## src/rtl/pcsr_pkg.sv

```systemverilog
// pcsr_pkg: constants and carrier types for the power, clock and status register bank
// assumes a byte-wide host port with a six-bit register address
`default_nettype none

package pcsr_pkg;
  localparam int unsigned AW = 6;
  // register addresses
  localparam logic [5:0] ADDR_MODEM_STAT = 6'h01;  // read: modem_event_status
  localparam logic [5:0] ADDR_MODE       = 6'h03;  // write: mode
  localparam logic [5:0] ADDR_SYNTH_STAT = 6'h03;  // read: synth_and_aux_status
  localparam logic [5:0] ADDR_PWR_PRI    = 6'h04;
  localparam logic [5:0] ADDR_PWR_SEC    = 6'h05;
  localparam logic [5:0] ADDR_CLK_CFG    = 6'h3F;  // placement not fixed by the map
  // field positions
  localparam int unsigned MODE_IRQ_EN_BIT  = 7;
  localparam int unsigned MODE_LOCK_IRQ_BIT = 3;
  localparam int unsigned SEC_RESET_BIT     = 3;
  localparam int unsigned SEC_EXTAMP_BIT    = 2;
  localparam int unsigned PRI_VREG_BIT      = 5;
  // retained across soft reset
  localparam logic [7:0] PRI_KEEP_MASK = 8'h20;
  localparam logic [7:0] SEC_KEEP_MASK = 8'h03;
  // reset values
  localparam logic [7:0] REG_RESET = 8'h00;
  localparam logic [3:0] NIB_SIXTEEN = 4'h0;
  localparam logic [4:0] SIXTEEN    = 5'h10;
  // synchroniser depth for pins
  localparam int unsigned SYNC_STAGES = 3;

  typedef struct packed {
    logic       clk_buf_en;
    logic       baseband_en;
    logic       vreg_en;
    logic       opamp_pair_enable;
    logic       rx_if_en;
    logic       receive_front_enable;
    logic       receive_mixer_out_enable;
    logic       transmit_path_enable;
  } pcsr_pri_type;

  typedef struct packed {
    logic [3:0] aux_converter_enables;
    logic       soft_reset;
    logic       external_amp_control;
    logic       preserve;
    logic       bias_en;
  } pcsr_sec_type;

  // modem-side event inputs: pulses from modem logic on this clock
  typedef struct packed {
    logic buffer_free_flag;
    logic input_buffer_empty_flag;
    logic data_buffer_overflow_flag;
    logic check_result_flag;
    logic quality_ready_flag;
    logic frame_type_flag;
    logic packet_detect;
  } pcsr_modem_ev_type;

  // decodes a clock nibble: 0000 means sixteen
  function automatic logic [4:0] pcsr_nib_factor(input logic [3:0] n);
    pcsr_nib_factor = (n == NIB_SIXTEEN) ? SIXTEEN : {1'b0, n};
  endfunction
endpackage

`default_nettype wire

```

## src/rtl/pcsr_sync.sv

```systemverilog
// pcsr_sync: three-stage synchroniser with agreement on the last two stages
// assumes the input is asynchronous to mclk_i
`default_nettype none

module pcsr_sync #(
  parameter int unsigned W = 3
) (
  input  wire logic         mclk_i,
  input  wire logic         rst_i,
  input  wire logic [W-1:0] async_i,
  output logic      [W-1:0] level_o
);
  logic [W-1:0] s1_q;
  logic [W-1:0] s2_q;
  logic [W-1:0] s3_q;
  logic [W-1:0] lvl_q;
  wire  [W-1:0] agree_w = ~(s2_q ^ s3_q);

  // first stage feeds only the second
  always_ff @(posedge mclk_i) begin
    if (rst_i) begin
      s1_q  <= '0;
      s2_q  <= '0;
      s3_q  <= '0;
      lvl_q <= '0;
    end else begin
      s1_q  <= async_i;
      s2_q  <= s1_q;
      s3_q  <= s2_q;
      lvl_q <= (agree_w & s3_q) | (~agree_w & lvl_q);
    end
  end
  assign level_o = lvl_q;
endmodule

`default_nettype wire

```

## src/rtl/pcsr_top.sv

```systemverilog
// pcsr_top: power enables, soft reset, clock config and status registers
// assumes a byte-wide host port on mclk_i: cs/rd/wr strobes are pin-level and synchronised
`default_nettype none

module pcsr_top (
  input  wire logic                      mclk_i,
  input  wire logic                      rst_i,
  // host byte port (pins)
  input  wire logic                      cs_n_i,
  input  wire logic                      rd_n_i,
  input  wire logic                      wr_n_i,
  input  wire logic [pcsr_pkg::AW-1:0]   addr_i,
  input  wire logic [7:0]                data_i,
  output logic      [7:0]                data_o,
  output logic                           data_oe_o,
  output logic                           host_interrupt_n_o,
  // block events from on-chip logic, same clock, one-cycle pulses; adc_continuous_i and rx_mode_i are mode levels
  input  wire pcsr_pkg::pcsr_modem_ev_type modem_ev_i,
  input  wire logic                      spc_done_i,
  input  wire logic                      adc_done_i,
  input  wire logic                      adc_continuous_i,
  input  wire logic                      rx_mode_i,
  input  wire logic                      freq_err_i,
  input  wire logic                      iq_done_i,
  // lock levels from the synthesisers, asynchronous
  input  wire logic [2:0]                pll_lock_i,
  // power enables and pins
  output pcsr_pkg::pcsr_pri_type         pwr_pri_o,
  output pcsr_pkg::pcsr_sec_type         pwr_sec_o,
  output logic                           external_amp_control_o,
  output logic                           amp_out_oe_o,
  output logic                           rx_unreliable_o,
  output logic                           preserve_special_o,
  output logic [4:0]                     base_mult_o,
  output logic [4:0]                     ref_div_o
);
  import pcsr_pkg::*;

  // host strobes pass the pin synchroniser; address and data are held stable by the host
  logic [2:0] strb_w;
  logic [2:0] lock_w;
  pcsr_sync #(.W(3)) u_sync_strb (
    .mclk_i  (mclk_i),
    .rst_i   (rst_i),
    .async_i ({~cs_n_i, ~rd_n_i, ~wr_n_i}),
    .level_o (strb_w)
  );
  // lock inputs are held through the same three-stage scheme
  pcsr_sync #(.W(3)) u_sync_lock (
    .mclk_i  (mclk_i),
    .rst_i   (rst_i),
    .async_i (pll_lock_i),
    .level_o (lock_w)
  );

  logic [2:0] strb_q;
  wire rd_lvl_w  = strb_w[2] & strb_w[1];
  wire wr_lvl_w  = strb_w[2] & strb_w[0];
  wire rd_pulse_w = rd_lvl_w & ~(strb_q[2] & strb_q[1]);
  wire wr_pulse_w = wr_lvl_w & ~(strb_q[2] & strb_q[0]);

  // registers
  logic [7:0] pri_q, pri_d;
  logic [7:0] sec_q, sec_d;
  logic [7:0] mode_q, mode_d;
  logic [7:0] clk_q, clk_d;
  logic [6:0] st1_q, st1_d;     // low seven bits of modem_event_status
  logic       irq_q, irq_d;     // summary flag
  logic       irq_from1_q, irq_from1_d;
  logic       irq_from2_q, irq_from2_d;
  logic [3:0] st2_q, st2_d;     // bits 3..0 of synth_and_aux_status
  logic       lost_q, lost_d;
  logic [2:0] seen_q, seen_d;   // lock bits read as one
  logic [2:0] lock_prev_q;
  logic [2:0] lock_snap_q;      // held copy for the read in progress
  logic [7:0] rdata_q;
  logic       oe_q;
  logic       host_irq_n_q;  // active-low pin state
  logic       iq_busy_q;

  wire soft_rst_w = sec_q[SEC_RESET_BIT];

  // write and read decode
  wire wr_pri_w  = wr_pulse_w & (addr_i == ADDR_PWR_PRI);
  wire wr_sec_w  = wr_pulse_w & (addr_i == ADDR_PWR_SEC);
  wire wr_mode_w = wr_pulse_w & (addr_i == ADDR_MODE);
  wire wr_clk_w  = wr_pulse_w & (addr_i == ADDR_CLK_CFG);
  wire rd_st1_w  = rd_pulse_w & (addr_i == ADDR_MODEM_STAT);
  wire rd_st2_w  = rd_pulse_w & (addr_i == ADDR_SYNTH_STAT);
  // reading is complete at the trailing edge of the strobe
  wire rd_end_w  = ~rd_lvl_w & (strb_q[2] & strb_q[1]);
  logic [AW-1:0] rd_addr_q;
  wire rd_end1_w = rd_end_w & (rd_addr_q == ADDR_MODEM_STAT);
  wire rd_end2_w = rd_end_w & (rd_addr_q == ADDR_SYNTH_STAT);

  // lock change detection on the synchronised levels
  wire [2:0] lock_fall_w = lock_prev_q & ~lock_w;
  wire       lost_ev_w   = |(lock_fall_w & seen_q);

  // new events, gated so continuous conversion never flags
  wire       adc_ev_w  = adc_done_i & ~adc_continuous_i;
  wire       ferr_ev_w = freq_err_i & rx_mode_i;
  wire [3:0] st2_ev_w  = {spc_done_i, adc_ev_w, ferr_ev_w, iq_done_i};
  wire [6:0] st1_ev_w  = modem_ev_i;

  // rising edges of interrupt-capable bits; lock loss counts only with its mode bit
  wire st1_rise_w = |(st1_ev_w & ~st1_q);
  wire st2_rise_w = |(st2_ev_w & ~st2_q) |
                    (lost_ev_w & ~lost_q & mode_q[MODE_LOCK_IRQ_BIT]);

  // lost-lock never raises itself without a fall of a bit already read high
  AST_LOST_QUIET: assert property (@(posedge mclk_i) disable iff (rst_i)
    (!lost_q && !lost_ev_w) |=> !lost_q)
    else $error("lock lost flag set with no qualifying fall");
  // outside receive mode the offset comparison is idle, so its flag cannot rise
  AST_FERR_RX: assert property (@(posedge mclk_i) disable iff (rst_i)
    (!rx_mode_i && !st2_q[1]) |=> !st2_q[1])
    else $error("offset error flag set outside receive mode");

  // next state: writes, soft reset retention, sticky flags with set over clear
  always_comb begin
    pri_d  = pri_q;
    sec_d  = sec_q;
    mode_d = mode_q;
    clk_d  = clk_q;
    if (wr_pri_w) pri_d = data_i;
    if (wr_sec_w) sec_d = data_i;
    if (wr_mode_w) mode_d = data_i;
    if (wr_clk_w) clk_d = data_i;
    if (soft_rst_w) begin
      // while reset is held everything but the kept bits, the reset bit and the clock setting stays zero
      pri_d  = pri_q & PRI_KEEP_MASK;
      mode_d = REG_RESET;
      sec_d  = (wr_sec_w ? data_i : sec_q) & (SEC_KEEP_MASK | 8'h08);
    end
    st1_d       = (rd_end1_w ? 7'h00 : st1_q) | st1_ev_w;
    st2_d       = (rd_end2_w ? 4'h0 : st2_q) | st2_ev_w;
    lost_d      = (rd_end2_w ? 1'b0 : lost_q) | lost_ev_w;
    seen_d      = (rd_end2_w ? lock_snap_q : seen_q) & ~lock_fall_w;
    irq_from1_d = (rd_end1_w ? 1'b0 : irq_from1_q) | st1_rise_w;
    irq_from2_d = (rd_end2_w ? 1'b0 : irq_from2_q) | st2_rise_w;
    irq_d       = irq_from1_d | irq_from2_d;
    if (soft_rst_w) begin
      st1_d       = 7'h00;
      st2_d       = 4'h0;
      lost_d      = 1'b0;
      seen_d      = 3'h0;
      irq_from1_d = 1'b0;
      irq_from2_d = 1'b0;
      irq_d       = 1'b0;
    end
  end

  // read mux: lock bits are the live levels at read start, the held snapshot otherwise
  wire [7:0] st1_rd_w = {irq_q, st1_q};
  wire [7:0] st2_rd_w = {lost_q, rd_st2_w ? lock_w : lock_snap_q, st2_q};
  wire [7:0] rmux_w   = (addr_i == ADDR_MODEM_STAT) ? st1_rd_w :
                        (addr_i == ADDR_SYNTH_STAT) ? st2_rd_w : 8'h00;

  // read data carries the lock levels seen at the start of the read
  AST_LOCK_RD: assert property (@(posedge mclk_i) disable iff (rst_i)
    rd_st2_w |=> (data_o[6:4] == $past(lock_w)))
    else $error("lock bits in read data not the live levels");
  // a finished status one read leaves no stale flag unless a new event arrived
  AST_ST1_CLR: assert property (@(posedge mclk_i) disable iff (rst_i)
    (rd_end1_w && !(|st1_ev_w)) |=> (st1_q == 7'h00))
    else $error("status one not cleared after read");

  // host-port state and registers
  always_ff @(posedge mclk_i) begin
    if (rst_i) begin
      pri_q       <= REG_RESET;
      sec_q       <= REG_RESET;
      mode_q      <= REG_RESET;
      clk_q       <= REG_RESET;
      st1_q       <= 7'h00;
      st2_q       <= 4'h0;
      lost_q      <= 1'b0;
      seen_q      <= 3'h0;
      irq_q       <= 1'b0;
      irq_from1_q <= 1'b0;
      irq_from2_q <= 1'b0;
      strb_q      <= 3'h0;
      lock_prev_q <= 3'h0;
      lock_snap_q <= 3'h0;
      rd_addr_q   <= '0;
      rdata_q     <= 8'h00;
      oe_q        <= 1'b0;
    end else begin
      pri_q       <= pri_d;
      sec_q       <= sec_d;
      mode_q      <= mode_d;
      clk_q       <= clk_d;
      st1_q       <= st1_d;
      st2_q       <= st2_d;
      lost_q      <= lost_d;
      seen_q      <= seen_d;
      irq_q       <= irq_d;
      irq_from1_q <= irq_from1_d;
      irq_from2_q <= irq_from2_d;
      strb_q      <= strb_w;
      lock_prev_q <= lock_w;
      if (rd_st2_w) lock_snap_q <= lock_w;
      if (rd_pulse_w) begin
        rd_addr_q <= addr_i;
        rdata_q   <= rmux_w;
      end
      oe_q        <= rd_lvl_w;
    end
  end

  // interrupt pin and receive-unreliable flag, both registered
  always_ff @(posedge mclk_i) begin
    if (rst_i) begin
      host_irq_n_q <= 1'b1;
      iq_busy_q    <= 1'b0;
    end else begin
      host_irq_n_q <= ~(irq_d & mode_d[MODE_IRQ_EN_BIT]);
      // estimation runs from acquire until done; acquire is seen as a packet detect in receive mode
      if (iq_done_i | soft_rst_w) iq_busy_q <= 1'b0;
      else if (st1_ev_w[0] & rx_mode_i) iq_busy_q <= 1'b1;
    end
  end

  assign data_o             = rdata_q;
  assign data_oe_o          = oe_q;
  assign host_interrupt_n_o = host_irq_n_q;
  assign rx_unreliable_o    = iq_busy_q;

  // with interrupts masked the pin must stay released whatever the flags do
  AST_IRQ_OFF: assert property (@(posedge mclk_i) disable iff (rst_i)
    !mode_d[MODE_IRQ_EN_BIT] |=> host_interrupt_n_o)
    else $error("interrupt pin low while interrupts disabled");
  // reading status one drops the summary when nothing else is pending
  AST_IRQ_CLR1: assert property (@(posedge mclk_i) disable iff (rst_i)
    (rd_end1_w && !st1_rise_w && !irq_from2_q && !st2_rise_w) |=> !irq_q)
    else $error("summary flag not cleared by status one read");
  // estimation done ends the unreliable window at once
  AST_UNREL_CLR: assert property (@(posedge mclk_i) disable iff (rst_i)
    iq_done_i |=> !rx_unreliable_o)
    else $error("receive still unreliable after estimation done");
  // power-on reset leaves pin released, bus undriven and every block off
  AST_RST_IDLE: assert property (@(posedge mclk_i)
    rst_i |=> host_interrupt_n_o && !data_oe_o &&
              (pri_out_q == REG_RESET) && (sec_out_q == REG_RESET))
    else $error("reset did not leave the bank idle");

  logic [7:0] pri_out_q;
  logic [7:0] sec_out_q;
  logic [4:0] mult_q;
  logic [4:0] div_q;
  // zero bits hold their block off; each enable follows its own bit, the regulator bit gates no other
  always_ff @(posedge mclk_i) begin
    if (rst_i) begin
      pri_out_q <= REG_RESET;
      sec_out_q <= REG_RESET;
      mult_q    <= SIXTEEN;
      div_q     <= SIXTEEN;
    end else begin
      pri_out_q <= pri_d;
      sec_out_q <= sec_d;
      mult_q    <= pcsr_nib_factor(clk_d[7:4]);
      div_q     <= pcsr_nib_factor(clk_d[3:0]);
    end
  end

  assign pwr_pri_o              = pri_out_q;
  assign pwr_sec_o              = sec_out_q;
  assign external_amp_control_o = sec_out_q[SEC_EXTAMP_BIT];
  assign amp_out_oe_o           = pri_out_q[4];
  assign preserve_special_o     = sec_out_q[1];
  assign base_mult_o            = mult_q;
  assign ref_div_o              = div_q;

  // a primary write outside reset reaches the enables one edge later
  AST_PRI_WRITE: assert property (@(posedge mclk_i) disable iff (rst_i)
    (wr_pri_w && !soft_rst_w) |=> (pri_out_q == $past(data_i)))
    else $error("primary enables differ from written value");
  // enables only move on a write or a soft reset
  AST_PRI_HOLD: assert property (@(posedge mclk_i) disable iff (rst_i)
    (!wr_pri_w && !soft_rst_w) |=> (pri_out_q == $past(pri_out_q)))
    else $error("primary enables changed without a write");
  // a secondary write outside reset reaches the enables one edge later
  AST_SEC_WRITE: assert property (@(posedge mclk_i) disable iff (rst_i)
    (wr_sec_w && !soft_rst_w) |=> (sec_out_q == $past(data_i)))
    else $error("secondary enables differ from written value");
  // secondary enables only move on a write or a soft reset
  AST_SEC_HOLD: assert property (@(posedge mclk_i) disable iff (rst_i)
    (!wr_sec_w && !soft_rst_w) |=> (sec_out_q == $past(sec_out_q)))
    else $error("secondary enables changed without a write");
  // soft reset idles every primary block but the regulator
  AST_SOFT_PRI: assert property (@(posedge mclk_i) disable iff (rst_i)
    soft_rst_w |=> ((pri_out_q & ~PRI_KEEP_MASK) == REG_RESET))
    else $error("primary block left on during soft reset");
  // soft reset idles converters and the external amp
  AST_SOFT_SEC: assert property (@(posedge mclk_i) disable iff (rst_i)
    soft_rst_w |=> ((sec_out_q & 8'hF4) == REG_RESET))
    else $error("secondary block left on during soft reset");
  // soft reset also wipes the status flags and the summary
  AST_SOFT_FLAGS: assert property (@(posedge mclk_i) disable iff (rst_i)
    soft_rst_w |=> (st1_q == 7'h00) && (st2_q == 4'h0) && !irq_q && !lost_q)
    else $error("status flag survived soft reset");
  // the clock setting survives soft reset so the baseband clock keeps its rate
  AST_CLK_KEEP: assert property (@(posedge mclk_i) disable iff (rst_i)
    (soft_rst_w && !wr_clk_w) |=> (clk_q == $past(clk_q)))
    else $error("clock setting lost in soft reset");
  // preserve bit itself is one of the retained bits
  AST_PRES_KEEP: assert property (@(posedge mclk_i) disable iff (rst_i)
    (soft_rst_w && !wr_sec_w) |=> (preserve_special_o == $past(sec_q[1])))
    else $error("preserve bit lost in soft reset");
  // a zero multiplier nibble means sixteen
  AST_MULT16: assert property (@(posedge mclk_i) disable iff (rst_i)
    (wr_clk_w && (data_i[7:4] == NIB_SIXTEEN)) |=> (base_mult_o == SIXTEEN))
    else $error("zero multiplier nibble not decoded as sixteen");
  // any other multiplier nibble is taken as its plain value
  AST_MULT_VAL: assert property (@(posedge mclk_i) disable iff (rst_i)
    (wr_clk_w && (data_i[7:4] != NIB_SIXTEEN)) |=> (base_mult_o == {1'b0, $past(data_i[7:4])}))
    else $error("multiplier nibble decoded wrongly");

  // checks
  AST_IRQ_PIN: assert property (@(posedge mclk_i) disable iff (rst_i)
    (irq_q && mode_q[MODE_IRQ_EN_BIT]) |-> !host_interrupt_n_o)
    else $error("interrupt pin not low with enabled flag");
  AST_SOFT_KEEP: assert property (@(posedge mclk_i) disable iff (rst_i)
    soft_rst_w |=> (pri_q[PRI_VREG_BIT] == $past(pri_q[PRI_VREG_BIT])) && (mode_q == 8'h00))
    else $error("soft reset lost a kept bit or kept mode");
  AST_EXTAMP_CLR: assert property (@(posedge mclk_i) disable iff (rst_i)
    (soft_rst_w && !wr_sec_w) |=> ##1 !external_amp_control_o)
    else $error("external amp not cleared by soft reset");
  AST_AMP_OFF: assert property (@(posedge mclk_i) disable iff (rst_i)
    !pri_d[4] |=> !amp_out_oe_o)
    else $error("amp driving while disabled");
  AST_LOST_SET: assert property (@(posedge mclk_i) disable iff (rst_i)
    (lost_ev_w && !soft_rst_w) |=> lost_q)
    else $error("lock lost flag not set");
  AST_ST2_CLR: assert property (@(posedge mclk_i) disable iff (rst_i)
    (rd_end2_w && !(|st2_ev_w)) |=> (st2_q == 4'h0))
    else $error("status two not cleared after read");
  AST_ADC_CONT: assert property (@(posedge mclk_i) disable iff (rst_i)
    (adc_continuous_i && !st2_q[2] && !soft_rst_w) |=> !st2_q[2])
    else $error("conversion flag set in continuous mode");
  AST_SUMMARY: assert property (@(posedge mclk_i) disable iff (rst_i)
    (st1_rise_w && !soft_rst_w) |=> irq_q)
    else $error("summary flag missed a rising event");
  AST_CLK16: assert property (@(posedge mclk_i) disable iff (rst_i)
    (clk_q[3:0] == 4'h0) |=> (ref_div_o == 5'h10) || $changed(clk_q))
    else $error("zero nibble not decoded as sixteen");
endmodule

`default_nettype wire

```

## config.mk

```make
export PLATFORM = sky130hd
export DESIGN_NAME = pcsr_top
export DESIGN_NICKNAME = d
export VERILOG_FILES = /design/src/rtl/pcsr_pkg.sv /design/src/rtl/pcsr_sync.sv /design/src/rtl/pcsr_top.sv
export SDC_FILE = /design/constraint.sdc
export NUM_CORES = 1
export LEC_CHECK = 0
export BUFFER_PORTS_ARGS = -buffer_cell sky130_fd_sc_hd__buf_2
export CORE_ASPECT_RATIO = 0.75
export CORE_MARGIN = 2
export CORE_UTILIZATION = 58
export DETAILED_ROUTE_END_ITERATION = 12
export PLACE_DENSITY = 0.95
export SYNTH_ARGS = -nofsm -noshare
export SYNTH_HDL_FRONTEND = slang
export SYNTH_SLANG_ARGS = --single-unit
```

## constraint.sdc

```tcl
create_clock -name mclk_i -period 3.7 [get_ports mclk_i]
set_clock_uncertainty 0.05 [all_clocks]
set_input_delay 0.185 -clock mclk_i [delete_from_list [all_inputs] [get_ports mclk_i]]
set_output_delay 0.185 -clock mclk_i [all_outputs]
set_load 0.03 [all_outputs]
```

==> results of run 1 <==
cells in the mapped netlist (3+ instances only):
master / count
mux2i_1: 21
o21ai_0: 7
nand3_1: 7
a221oi_1: 8
nand2b_1: 3
clkbuf_1: 14
inv_1: 11
dfxtp_1: 104
a211o_1: 3
a21oi_1: 38
buf_4: 5
nor2_1: 51
nand2_1: 42
nor2b_1: 27
nor3_1: 14
worst max path at each step:
stage / to / slack, ps / depth (start not counted)
floorplan: host_interrupt_n_o$_SDFF_PP1_ / 1980 / 5
global placement: ref_div_o[4]$_SDFF_PP1_ / 1640 / 5
detailed placement: base_mult_o[4]$_SDFF_PP1_ / 1510 / 5
CTS: base_mult_o[4]$_SDFF_PP1_ / 1520 / 5
global route: ref_div_o[0]$_SDFF_PP0_ / 1410 / 5
finish: clk_q[1]$_SDFF_PP0_ / 1520 / 5
through the flow:
stage                     utilization  instances
final                           0.699        550
after detailed placement        0.654        522
after floorplan                     -        386
after global placement          0.654        522
after global routing            0.699        550
after CTS                       0.699        550
registers in the layout, summed over array words and instances, names as in the netlist, 4 cells and up, named ones only:
name	cells
pwr_pri_o	8
st2_q	4
pwr_sec_o	7
st1_q	7
ref_div_o	5
base_mult_o	5
rd_addr_q	6
clk_q	8
data_o	8
logic make-up (layout without fill, tap and decap cells):
logic type | after synthesis | in the layout | synth area share
mux | 21 | 21 | 0.0571
simple gates | 163 | 163 | 0.226
buf+inv | 32 | 115 | 0.0384
compound gates | 66 | 66 | 0.113
flops | 104 | 104 | 0.565
cell type report:
cell class                 instances  area (um^2)
sequential                       104         2080
fill                             489         1880
multi-input combinational        250         1460
timing repair buffer              88          505
clock buffer                      16          160
tap                               81          101
inverter                          11         41.3
per-layer routing:
layer  part of all wire  GRT usage  routed length, um
met1               0.46      0.308               3580
met2               0.46      0.364               3560
met3              0.063     0.0795                488
met4              0.017     0.0714                134
met5                  0          0                  0
power groups by stage:
stage          Combinational, uW  Clock (uW)  Sequential, uW
6_report                    91.0         606            1150
5_1_grt                      100         667            1150
4_1_cts                     90.5         622            1150
3_5_place_dp                80.4           0            1170
3_3_place_gp                78.0           0            1170
2_1_floorplan               43.8           0            1170
worst reg2reg max path: cells and delay by family (launching register included):
| kind | cells | cell delay [ps] |
|---|---|---|
| simple gates | 4 | 1240 |
| flops | 1 | 430 |
| mux | 1 | 330 |
==> impl_metrics.ini, run 1 <==
[synth]
seq_area_frac_synth = 0.565
synth-seq-cells = 104
syn_inst = 386
ys_warn_count = 0
ys_types = 40
synthFlopType = dfxtp_1
avgSynthCellArea_um2 = 9.54
synthDominantCellAreaShare = 0.565
syn_nets = 421
synth_top_area_cell = dfxtp_1
synth.area.top_cells = dfxtp_1, mux2i_1, nor2_1
synth_edf_count = 0
synthArstFlopShare = 0
syn_area_mm2 = 0.00368

[power]
p_int_uw = 1440
clkPwrFrac = 0.328
p_per_area_mw_per_mm2 = 424
power.switching_uw = 402
power_uw = 1850
p_comb_frac = 0.049
ir_drop_v = 0.000291
seq_power_share = 0.622
switching_share = 0.218
leakage_uw = 0.00182

[worst_setup_path]
r2r_end = clk_q[1]$_SDFF_PP0_
critPathLaunchType = flop
crit_type = reg -> reg
crit_chain = and2_4 -> nand3_1 -> nor3_2 -> mux2i_1 -> nor2_1
max_stage_delay_ps = 870
crit_arrival_ps = 2350
worst_path_max_delay_cell = nor3_2
worst-path-buf-inv = 0
r2r_slack_ps = 1520
crit_fanout = 12
required_ps = 3870
crit_family = simple AND/OR/NAND/NOR gates
crit_path_end_kind = flop
reg2reg_depth = 5

[floorplanning]
boundaryPins = 75
core_area_mm2 = 0.00622
die_h_um = 73.0
initial_core_util = 0.592
die_w_um = 96.0
die_area_mm2 = 0.00701
placementRows = 25

[timing]
setup_violations = 0
maxSlewViolCount = 0
rsz0062_at_grt = no
setup_ws_ps = 1520
fmaxAchievable_mhz = 459
hold_viol = 0
hold_slack_ps = 16.0
fin_crit_sh = 0.589
worst_pin_slew_ps = 1070
fin_tns_setup_ps = 0
fin_crit_ps = 2180
worst_slew_margin_rel = 0.286

[hold_path]
whs_path_depth = 3
hp-class = in -> reg
hp-start = modem_ev_i[6]
min_to = st1_q[6]$_SDFF_PP0_

[clock_tree]
cts_buffer_depth = 2
path_clk_slew_ps = 90
cts_tree = built
cts_root_buf = clkbuf_8
cts-resized-gates = 0
postCtsSetupBuffers = 0
clock-sinks = 104
clkLatencyLatePin_ps = 360
holdBufCountCts = 12
numCtsBuffers = 9
cts_max_level = 3

[route]
dr.pass1.iters = 5
dr_total_vias = 2987
first_iter_violations = 155
drt-total-wl_mm = 7.76
post_drt_wl_per_cell_um = 14.1
vias_per_cell = 5.43
antenna_left = 0
drc = 0

[global_routing]
grt.overflow.total = 0
grt_pass1_vias = 2691
antenna_found_initial = 0
grt_pass1_wl_mm = 12.5
grt_max_degree = 72
track_usage = 0.234

[finish]
stdcell_area_mm2 = 0.00435
drive_above_1_share = 0.213
final_common_cell = dfxtp_1
area_growth_pct = 18.1
final_cell_mix = dfxtp_1, buf_2, nor2_1
nNetsFinal = 499
antenna_cells = 0

[place]
pre_cts_slack_ps = 1510
place_area_mm2 = 0.00407
portBuffers = 74
dp_hpwl_mm = 5.28
gp_congestion = 0.879

[outcome]
status = finished, final reports clean

[flow_run]
timing.max_cap.violations = 0
Power figures use the tool's default switching activity.
==> run 2, diff against run 1 <==
--- a/config.mk
+++ b/config.mk
@@ -8,9 +8,9 @@
 export BUFFER_PORTS_ARGS = -buffer_cell sky130_fd_sc_hd__buf_2
 export CORE_ASPECT_RATIO = 0.75
 export CORE_MARGIN = 2
-export CORE_UTILIZATION = 58
+export CORE_UTILIZATION = 54
 export DETAILED_ROUTE_END_ITERATION = 12
-export PLACE_DENSITY = 0.95
+export PLACE_DENSITY = 0.9
 export SYNTH_ARGS = -nofsm -noshare
 export SYNTH_HDL_FRONTEND = slang
 export SYNTH_SLANG_ARGS = --single-unit
==> constraint.sdc (replaced) <==
create_clock -name mclk_i -period 2.17 [get_ports mclk_i]
set_clock_uncertainty 0.05 [all_clocks]
set_input_delay 0.1085 -clock mclk_i [delete_from_list [all_inputs] [get_ports mclk_i]]
set_output_delay 0.1085 -clock mclk_i [all_outputs]
set_load 0.03 [all_outputs]
==> impl_metrics.ini, run 2 (synthesis gave the netlist of run 1 again) <==
[clock_tree]
cts_buffer_depth = 2
cts_tree = built
numCtsBuffers = 9
cts_max_level = 3
cts-resized-gates = 0
cts_root_buf = clkbuf_8
clock-sinks = 104
path_clk_slew_ps = 100
clkLatencyLatePin_ps = 370

[outcome]
status = finished, final reports clean

[worst_setup_path]
worst_path_max_delay_cell = or4b_4
required_ps = 2380
crit_chain = dlygate4sd3_1 -> buf_2 -> or4b_4 -> nand4b_4 -> mux2i_1 -> or2_2 -> a31o_2
crit_type = in -> reg
r2r_end = irq_q$_SDFF_PP0_
r2r_slack_ps = 310
crit_fanout = 6
reg2reg_depth = 5
crit_arrival_ps = 2240
r2r_start = strb_q[2]$_SDFF_PP0_
max_stage_delay_ps = 580
crit_path_end_kind = flop
critPathLaunchType = input port

[route]
drt-total-wl_mm = 8.30
first_iter_violations = 107
dr_total_vias = 3032
post_drt_wl_per_cell_um = 14.4
antenna_left = 0
dr.pass1.iters = 4
vias_per_cell = 5.26
drc = 0

[finish]
area_growth_pct = 26.5
drive_above_1_share = 0.224
final_cell_mix = dfxtp_1, buf_2, nor2_1
antenna_cells = 0
final_common_cell = dfxtp_1
nNetsFinal = 523

[global_routing]
track_usage = 0.229
grt_max_degree = 72
grt_pass1_vias = 2890
antenna_found_initial = 0
grt_pass1_wl_mm = 13.4
grt.overflow.total = 0

[floorplanning]
die_h_um = 75.5
initial_core_util = 0.549
boundaryPins = 75
placementRows = 26
die_area_mm2 = 0.00750
core_area_mm2 = 0.00670
die_w_um = 99.4

[place]
portBuffers = 74
dp_hpwl_mm = 5.43
gp_congestion = 0.845

[hold_path]
whs_path_depth = 4
hp-class = in -> reg
min_to = st2_q[2]$_SDFF_PP0_
hp-start = adc_continuous_i

[power]
leakage_uw = 0.00196
ir_drop_v = 0.000450
p_per_area_mw_per_mm2 = 766
power_uw = 3570

[timing]
fin_crit_sh = 0.935
fin_crit_ps = 2030
setup_violations = 0
maxSlewViolCount = 0
rsz0062_at_grt = no
hold_slack_ps = 17.6
worst_slew_margin_rel = 0.532
fmaxAchievable_mhz = 493
fin_tns_setup_ps = 0
worst_pin_slew_ps = 702
hold_viol = 0

[flow_run]
timing.max_cap.violations = 0
## run 2: cell count changes in the layout (fill, tap and decap cells not counted)
cell / before / now
buf_4: 2 / 7
bufinv_16: 0 / 3
clkbuf_1: 6 / 0
clkbuf_8: 10 / 9
clkinvlp_4: 0 / 1
dlygate4sd3_1: 12 / 31
inv_6: 0 / 2
## run 2: area by class of cell
class / instances / area, um^2
clock buffers: 9 / 124
clock inverters: 6 / 115
fillers: 512 / 2040
inverters: 11 / 41.3
multi-input cells: 250 / 1460
flip-flops and latches: 104 / 2080
well taps: 84 / 105
repair buffers: 112 / 733
## run 2: how the worst max path moves through the flow
stage                   start                             to  slack, ps
detailed placement       flop      pwr_pri_o[5]$_SDFFE_PP0P_        320
global route        addr_i[5]  host_interrupt_n_o$_SDFF_PP1_        110
floorplan           addr_i[5]  host_interrupt_n_o$_SDFF_PP1_        530
global placement    addr_i[5]  host_interrupt_n_o$_SDFF_PP1_        360
finish              addr_i[5]  host_interrupt_n_o$_SDFF_PP1_        140
CTS                 addr_i[5]  host_interrupt_n_o$_SDFF_PP1_        160
## run 2: where the power goes
part           leakage [uW]  switching [uW]  internal [uW]
logic              0.000994            94.2           91.0
clock network      0.000116             656            768
registers          0.000845            18.0           1940
total               0.00196             769           2800
## run 2: what timing repair did
| action | 4_1_cts | 5_1_grt |
|---|---|---|
| endpoints found under the hold margin | 40 | 0 |
| endpoints found under the setup margin | 0 | 0 |
| hold buffers | 31 | 0 |
| setup buffers | 0 | 0 |
## run 2: stage by stage
| stage | instances | util | setup slack [ps] | instance area (um^2) |
|---|---|---|---|---|
| floorplan | 386 | - | 527 | 3680 |
| CTS | 576 | 0.695 | 158 | 4660 |
| detailed placement | 530 | 0.613 | 320 | 4110 |
| global placement | 530 | 0.613 | 364 | 4110 |
| finish | 576 | 0.695 | 140 | 4660 |
| global route | 576 | 0.695 | 107 | 4660 |
## run 2: worst max-delay path: cells and delay by family
kind / cells / cell delay, ps
buffers and inverters: 2 / 700
AOI/OAI and AO/OA: 1 / 210
and+or+nand+nor: 3 / 1080
muxes: 1 / 130
## run 2: routing by layer
metal	share of wire	vias to the layer above	track usage	routed length (um)
met5	0	-	0	0
met4	0.017	0	0.0928	142
met3	0.056	14	0.0706	462
met2	0.49	87	0.394	4030
met1	0.44	1421	0.273	3660
li1	-	1510	-	-
